**config.mk**
```make
export PLATFORM = sky130hd
export DESIGN_NAME = pso_slot_onoff
export DESIGN_NICKNAME = d
export VERILOG_FILES = /design/src/common/pso_pkg.sv /design/src/design/pso_slot_onoff.sv /design/src/design/pso_slot_timer.sv
export SDC_FILE = /design/constraint.sdc
export NUM_CORES = 1
export LEC_CHECK = 0
export CORE_AREA = 5 5 139 141
export DETAILED_ROUTE_END_ITERATION = 6
export DIE_AREA = 0 0 144 146
export DONT_BUFFER_PORTS = 1
export GPL_ROUTABILITY_DRIVEN = 0
export GPL_TIMING_DRIVEN = 1
export PLACE_DENSITY_LB_ADDON = 0.1
export SLEW_MARGIN = 0
export SYNTH_ARGS = -nofsm -noshare
export SYNTH_HDL_FRONTEND = slang
export SYNTH_HIERARCHICAL = 1
export SYNTH_SLANG_ARGS = --single-unit
```
**constraint.sdc**
```tcl
create_clock -name clk_in -period 9.4 [get_ports clk_in]
set_input_delay 0.94 -clock clk_in [delete_from_list [all_inputs] [get_ports clk_in]]
set_output_delay 0.94 -clock clk_in [all_outputs]
set_load 0.02 [all_outputs]
```
**src/common/pso_pkg.sv**
```systemverilog
// shared constants and types for the pattern slot on/off selection bank
`default_nettype none

package pso_pkg;

   ////////////////////////////////////////////////////////////////////////////
   // register map
   localparam int unsigned PSO_GROUPS = 3;
   localparam int unsigned PSO_SLOTS = 8;
   localparam int unsigned PSO_DATA_W = 8;
   localparam int unsigned PSO_ADDR_W = 8;
   localparam logic [7:0] PSO_OFF_GROUP2 = 8'h12;
   localparam logic [7:0] PSO_OFF_GROUP3 = 8'h13;
   localparam logic [7:0] PSO_OFF_GROUP4 = 8'h14;
   localparam logic [7:0] PSO_UNMAPPED_DATA = 8'h00;

   // reset values: slots 3..7 always clear, slots 0..2 follow the variant
   localparam logic [7:0] PSO_RST_DISABLED = 8'h00;
   localparam logic [7:0] PSO_RST_BREATHE = 8'h07;
   localparam int unsigned PSO_VARIANT_MSB = 2;
   localparam logic [4:0] PSO_RST_UPPER = 5'h00;

   ////////////////////////////////////////////////////////////////////////////
   // sequencer modes
   typedef enum logic [1:0] {
      PSO_MODE_OFF = 2'b00,
      PSO_MODE_4 = 2'b01,
      PSO_MODE_6 = 2'b10,
      PSO_MODE_8 = 2'b11
   } pso_mode_e;

   localparam logic [2:0] PSO_LAST_4 = 3'h3;
   localparam logic [2:0] PSO_LAST_6 = 3'h5;
   localparam logic [2:0] PSO_LAST_8 = 3'h7;
   localparam logic [2:0] PSO_SLOT_FIRST = 3'h0;

   ////////////////////////////////////////////////////////////////////////////
   // slot timing: durations in ms, counts derived from the clock rate
   localparam int unsigned PSO_SLOT_MS [8] = '{188, 250, 375, 500, 750, 1000, 1500, 2000};
   localparam int unsigned PSO_CLK_HZ = 40000000;
   localparam int unsigned PSO_CYC_PER_MS = PSO_CLK_HZ / 1000;
   localparam int unsigned PSO_CNT_W = 27;

   ////////////////////////////////////////////////////////////////////////////
   // per-cycle view of the running pattern
   typedef struct packed {
      logic active;
      logic [2:0] slot;
      logic [2:0] group_on;
      logic fade_sel;
   } pso_slot_s;

endpackage

`default_nettype wire

```
**src/design/pso_slot_onoff.sv**
```systemverilog
// on/off selection registers for RGB groups 2..4 and the slot sequencer
//
// Summary of operation
// - register 0x12 holds group 2 on/off choice, one bit per slot.
// - register 0x13 holds group 3 on/off choice, one bit per slot.
// - register 0x14 holds group 4 on/off choice, one bit per slot.
// - a clear bit in the active slot fades the group down, then off.
// - a set bit in the active slot turns the group on, then fades up.
// - slot bits 3 to 7 reset to zero in every variant.
// - slot bits 0 to 2 reset to zero, or one on breathing variants.
// - every bit is host writable and reads back its last written value.
// - mode 00 stops the sequencer; 01, 10, 11 run 4, 6, 8 slots.
// - each slot lasts a 3-bit selected time from 188 ms to 2 s.
// - a per-slot bit picks fade rate setting 0 or 1 for that slot.
`default_nettype none

module pso_slot_onoff #(
   parameter int unsigned CYC_PER_MS = pso_pkg::PSO_CYC_PER_MS,
   parameter bit BREATHE_DEFAULT = 1'b0
) (
   input wire logic clk_in,
   input wire logic rst_n_in,
   input wire logic reg_wr_in,
   input wire logic reg_rd_in,
   input wire logic [7:0] reg_addr_in,
   input wire logic [7:0] reg_wdata_in,
   output logic [7:0] reg_rdata_out,
   input wire logic [1:0] sequencer_slot_count_in,
   input wire logic [2:0] slot_duration_select_in,
   input wire logic [7:0] slot_fade_choice_in,
   output pso_pkg::pso_slot_s slot_state_out,
   output logic slot_tick_out
);

   localparam logic [7:0] RST_VAL = BREATHE_DEFAULT ? pso_pkg::PSO_RST_BREATHE
                                                    : pso_pkg::PSO_RST_DISABLED;

   logic [7:0] onoff_q [pso_pkg::PSO_GROUPS];
   logic [pso_pkg::PSO_GROUPS-1:0] hit;
   logic [pso_pkg::PSO_GROUPS-1:0] sel_now;
   logic [7:0] rdata_d;
   logic [7:0] rdata_q;
   logic [2:0] slot_q;
   logic [2:0] slot_d;
   logic [2:0] last_slot;
   logic enabled;
   logic tick;
   logic tick_q;
   pso_pkg::pso_mode_e mode;
   pso_pkg::pso_slot_s state_d;
   pso_pkg::pso_slot_s state_q;

   ////////////////////////////////////////////////////////////////////////////
   // address decode, one selection register per group
   assign hit[0] = (reg_addr_in == pso_pkg::PSO_OFF_GROUP2);
   assign hit[1] = (reg_addr_in == pso_pkg::PSO_OFF_GROUP3);
   assign hit[2] = (reg_addr_in == pso_pkg::PSO_OFF_GROUP4);

   // read mux: mapped registers return their contents, anything else zero
   assign rdata_d = hit[0] ? onoff_q[0] :
                    hit[1] ? onoff_q[1] :
                    hit[2] ? onoff_q[2] : pso_pkg::PSO_UNMAPPED_DATA;

   ////////////////////////////////////////////////////////////////////////////
   // storage and per-group slot selection
   for (genvar g = 0; g < pso_pkg::PSO_GROUPS; g++) begin : g_group
      // variant reset value, host writes replace the whole byte
      always_ff @(posedge clk_in or negedge rst_n_in) begin
         if (!rst_n_in) begin
            onoff_q[g] <= RST_VAL;
         end else if (reg_wr_in && hit[g]) begin
            onoff_q[g] <= reg_wdata_in;
         end
      end
      // bit of the slot being entered decides the group's direction
      assign sel_now[g] = onoff_q[g][slot_d];
   end

   // read data is held until the next read
   always_ff @(posedge clk_in or negedge rst_n_in) begin
      if (!rst_n_in) begin
         rdata_q <= pso_pkg::PSO_UNMAPPED_DATA;
      end else if (reg_rd_in) begin
         rdata_q <= rdata_d;
      end
   end

   ////////////////////////////////////////////////////////////////////////////
   // mode decode: off leaves the groups to software
   assign mode = pso_pkg::pso_mode_e'(sequencer_slot_count_in);
   assign enabled = (mode != pso_pkg::PSO_MODE_OFF);

   always_comb begin
      unique case (mode)
         pso_pkg::PSO_MODE_4: last_slot = pso_pkg::PSO_LAST_4;
         pso_pkg::PSO_MODE_6: last_slot = pso_pkg::PSO_LAST_6;
         pso_pkg::PSO_MODE_8: last_slot = pso_pkg::PSO_LAST_8;
         pso_pkg::PSO_MODE_OFF: last_slot = pso_pkg::PSO_SLOT_FIRST;
      endcase
   end

   // slot duration timer
   pso_slot_timer #(
      .CYC_PER_MS(CYC_PER_MS),
      .CNT_W(pso_pkg::PSO_CNT_W)
   ) u_timer (
      .clk_in(clk_in),
      .rst_n_in(rst_n_in),
      .run_in(enabled),
      .sel_in(slot_duration_select_in),
      .tick_out(tick)
   );

   ////////////////////////////////////////////////////////////////////////////
   // slot stepping; >= also folds back a slot left high by a mode change
   assign slot_d = !enabled ? pso_pkg::PSO_SLOT_FIRST :
                   !tick ? slot_q :
                   (slot_q >= last_slot) ? pso_pkg::PSO_SLOT_FIRST : slot_q + 3'h1;

   // state shown to the fade engines
   assign state_d.active = enabled;
   assign state_d.slot = slot_d;
   assign state_d.group_on = enabled ? sel_now : 3'h0;
   assign state_d.fade_sel = enabled && slot_fade_choice_in[slot_d];

   always_ff @(posedge clk_in or negedge rst_n_in) begin
      if (!rst_n_in) begin
         slot_q <= pso_pkg::PSO_SLOT_FIRST;
         state_q <= '0;
         tick_q <= 1'b0;
      end else begin
         slot_q <= slot_d;
         state_q <= state_d;
         tick_q <= tick;
      end
   end

   assign reg_rdata_out = rdata_q;
   assign slot_state_out = state_q;
   assign slot_tick_out = tick_q;
endmodule

`default_nettype wire

```
**src/design/pso_slot_timer.sv**
```systemverilog
// slot duration timer producing one pulse at the end of each pattern slot
`default_nettype none

module pso_slot_timer #(
   parameter int unsigned CYC_PER_MS = pso_pkg::PSO_CYC_PER_MS,
   parameter int unsigned CNT_W = pso_pkg::PSO_CNT_W
) (
   input wire logic clk_in,
   input wire logic rst_n_in,
   input wire logic run_in,
   input wire logic [2:0] sel_in,
   output logic tick_out
);

   logic [CNT_W-1:0] cnt_q;
   logic [CNT_W-1:0] cnt_d;
   logic [CNT_W-1:0] term;
   logic [31:0] term_full;

   ////////////////////////////////////////////////////////////////////////////
   // last count of the selected duration; >= so a shorter choice ends at once
   assign term_full = pso_pkg::PSO_SLOT_MS[sel_in] * CYC_PER_MS - 32'd1;
   assign term = term_full[CNT_W-1:0];
   assign tick_out = run_in && (cnt_q >= term);
   assign cnt_d = (!run_in || tick_out) ? '0 : cnt_q + {{(CNT_W-1){1'b0}}, 1'b1};

   // counter restarts whenever the sequencer is off
   always_ff @(posedge clk_in or negedge rst_n_in) begin
      if (!rst_n_in) begin
         cnt_q <= '0;
      end else begin
         cnt_q <= cnt_d;
      end
   end
endmodule

`default_nettype wire
```
# Word-level counts from Yosys, hierarchy flattened
# Memory sizes are Yosys's and may differ from the RTL's.
# Cells that the tools add are included.
# totals
regBits,68
latchBits,0
mem_bits_rw,0
mem_bits_ro,256
input_bits,33
out_inout_bits,17
word_cells,54
mem_count,1
# op_classes
n_addsub,3
multipliers,1
div,0
order_cmp,4
n_eq_ne,6
n_shift,0
n_mux,19
bitwise_logic,1
n_reduce_logical,9
# mem_list
name,words,width,rd,rd_clocked_by_memory_dff,write_ports,line_no,rtl
(no name shown),8,32,1,0,0,pso_slot_timer.sv:22,assign term_full = pso_pkg::PSO_SLOT_MS[sel_in] * CYC_PER_MS - 32'd1;
# ops
cell,n
$mux 32,2
$mul 32x10->21 const B,1
$add 27x1->27 const B,1
$ge 27x27->1,1
$mux 27,1
$sub 27x1->27 const B,1
$eq 8x5->1 const B,3
$mux 8,3
$bmux 1 s3,4
$mux 3,4
$pmux 3 s4,1
$logic_and 1x1->1,5
$eq 2x2->1 const B,2
$ge 4x4->1 const B,1
$lt 3x4->1 const B,1
$mux 1,4
$not 3->4,1
$add 3x1->3 const B,1
$ge 3x3->1,1
$eq 2x1->1 const B,1
$logic_not 2->1,1
$reduce_bool 2->1,1
$logic_not 1->1,1
$logic_or 1x1->1,1

# Depth between registers and ports, before layout
# depth
ltp_word,13
depth_mapped,32
depth_no_buf,30

# Hierarchy
# The synthesis kept the hierarchy.
# modules_own_cells
mod,n_inst,cells_each,area_per_inst_um2,seq_area_each_um2
pso_slot_timer,1,440,4028.9,675.6
pso_slot_onoff,1,171,2100.8,1026.0

# Least setup slack after synthesis
# OpenSTA, ideal clock, no wires.
# synth_path
path_type,input-to-reg
startpoint,input port slot_duration_select_in[0]
endpoint,register state_q (netlist bit slot_state_out[1])
setup_time_ns,0.121
t_arrival_ns,7.796
required_time_ns,9.279
setup_slack_ns,1.483
path_stages,30
n_path_buf,1
path_cell_list,inv_1 ha_1 nand2_1 a21boi_0 fa_1 ha_1 inv_1 fa_1 inv_1 ha_1 ha_1 ha_1 nand2_1 a2111oi_2 a21o_1 a21oi_1 xor2_1 ha_1 nand4_1 or2_2 nor3_1 o2bb2ai_2 buf_4 o21a_1 and2_1 o211ai_1 nand2_1 mux2i_1 mux2i_1 a22o_1
# synth_lines
element,line_no,rtl
start: declaration,pso_slot_onoff.sv:29,"input wire logic [2:0] slot_duration_select_in,"
end signal: assignment,pso_slot_onoff.sv:133,state_q <= state_d;
end: declaration,pso_slot_onoff.sv:51,pso_pkg::pso_slot_s state_q;

==> results.ini <==
[outcome]
status=complete, no violations

[timing]
final-max-slew-violation-count=0
fin_crit_sh_pct=87.5
hold_violations=0
fmax_mhz=122
period_needed_ns=8.22
setup_viol=0
rsz0062_at_grt=no
worst_pin_slew_ns=1.09
setup_tns_ns=0
fin_skew_ns=0.00834
relSlewSlack_pct=26.6

[synth]
synth_area_sq_mm=0.00613
seq_area_frac_synth_pct=27.8
ys_ff_latch=68
synth-edff-count=0
synth_fp_nets=743
async_reset_ff_share_pct=100
synth_warnings=6
ys.flop_type=dfrtp_1
syn_inst=611
ys_types=64
synth.avg_cell_area_sq_um=10.0

[critical_path]
reg2reg_setup_slack_ns=5.95
r2r-end=slot_state_out[1]
cpPeakStageDelay_ns=0.67
crit_type=in2reg
crit_path_start=slot_duration_select_in[0]
r2r_cells=12
cp.required_ns=9.62
cpMostUsedCell=ha_1
worstPathArrival_ns=8.44
path_buf_inv=3
crit_path_max_fanout=9
crit_family=adder cells
start_kind=input pin
crit_slowest_cell=a21boi_0
r2r-start=u_timer/cnt_q[17]
endpoint_kind=flip-flop

[finish]
drive_gt1_share_pct=14.3
final_cell_mix=ha_1, dfrtp_1, inv_1
fin_util_pct=36.8
syn_to_final_growth_pct=7.21
final_nets=735
fill_cells=1807
layout_commonest_cell=ha_1
antenna_cells=0

[floorplan]
io_pins=50
die_w_microns=144
rows=49
start_util_pct=34.4
die_h_microns=146
dieArea_sq_mm=0.0210
core_sq_mm=0.0178

[route]
highest_layer=met4
first_iter_violations=227
route.met3.wl_microns=661
m1WireLength_microns=6540
wl_per_cell_microns=18.1
dr.pass1.iters=4
drt-total-wl_microns=15100
route.vias.total=4483
drc_errors=0
via_per_inst=5.36
met2_length_microns=7600
ant_nets=0

[grt]
grt_util_all_layers_pct=15.3
grt_max_degree=69
grt_overflow=0
grt_pass1_vias=4721
grt_pass1_wl_microns=25500
antenna_found_initial=0

[clock_tree]
cts_tree=yes
h-tree-depth=3
ctsHoldBuffers=0
cts_sinks=68
clock_path_buffers=2
cts_buffers=9
clk_latency_ns=0.34
cts_setup_buffers=0
clock-root-buffer=clkbuf_16
cts.clk_slew.worst_paths_ns=0.06
ctsResizeCount=0

[place]
port_buffers=0
hpwlAfterDp_microns=12000

[pwr]
peakVddDrop_mv=0.0912
power.leakage_uw=0.00297
power.density_mw_per_mm2=172

[job]
cap_violations=0

[worst_hold_path]
hold_class=in2async

-- routing by layer --
layer / track usage, % / vias up
li1: - / 2204
met1: 19.2 / 2166
met2: 26.0 / 92
met3: 3.55 / 21
met4: 4.38 / 0
met5: 0 / -
-- synthesized netlist by cell type (14+ instances only) --
cell type,instances,area [sq um]
nor4_1,14,87.6
mux2i_1,28,280
nor3_1,14,70.1
inv_1,47,176
o21ai_0,16,80.1
xor2_1,17,149
nand2_1,37,139
mux2_2,32,360
nor2_1,19,71.3
xnor2_1,29,254
nand3_1,14,70.1
a21oi_1,32,160
ha_1,90,1130
nor4_2,19,238
dfrtp_1,68,1700
-- final cells by class --
cell class | instances | area, sq um | share of cell area [%]
Clock buffer | 10 | 239 | 3.64
Clock inverter | 6 | 47.5 | 0.724
Inverter | 49 | 184 | 2.80
Multi-Input combinational cell | 472 | 4090 | 62.2
Sequential cell | 68 | 1700 | 25.9
Tap cell | 229 | 287 | 4.36
Timing Repair Buffer | 3 | 22.5 | 0.343
-- stage by stage --
stage | area, sq um | setup WS (ns) | hold slack, ns | total power (uW) | std cells
final | 6570 | 1.18 | 0.296 | 1130 | 837
after floorplan | 6130 | 1.48 | 0.445 | 708 | 611
after detailed placement | 6280 | 0.747 | 0.465 | 814 | 821
after global placement | 6280 | 1.01 | 0.467 | 805 | 821
after global routing | 6570 | 0.539 | 0.274 | 1240 | 837
after CTS | 6570 | 1.12 | 0.279 | 1150 | 837
-- logic make-up (layout without fill, tap and decap cells) --
kind of cell	count (synthesis)	count (layout)	synth area share (%)
AOI/OAI and AO/OA	100	100	11.2
xor gates and xnor gates	46	46	6.57
adders and majority gates	99	99	21.3
buffers and inverters	71	68	5.51
DFF	68	68	27.8
muxes	60	60	10.5
and+or+nand+nor	167	167	17.2
-- worst max-delay path by stage --
| stage | end | slack [ns] | cells after the start |
|---|---|---|---|
| after detailed placement | slot_state_out[1] | 0.75 | 29 |
| after floorplan | slot_state_out[1] | 1.48 | 30 |
| after global placement | slot_state_out[2] | 1.01 | 29 |
| final | slot_state_out[1] | 1.18 | 29 |
| after global routing | slot_state_out[1] | 0.54 | 29 |
| after CTS | slot_state_out[1] | 1.12 | 29 |
-- flip-flops by register name (all words and copies together) (netlist names) --
signal          cells
onoff_q            24
slot_state_out      5
reg_rdata_out       8
slot_q              3
slot_tick_out       1
u_timer/cnt_q      27
-- where the power goes --
group	leakage, uW	internal [uW]	switching (uW)
clock network	0.000128	187	137
registers	0.000924	310	24.1
logic	0.00191	198	272
Note: power is estimated with default switching activity, not from simulation.
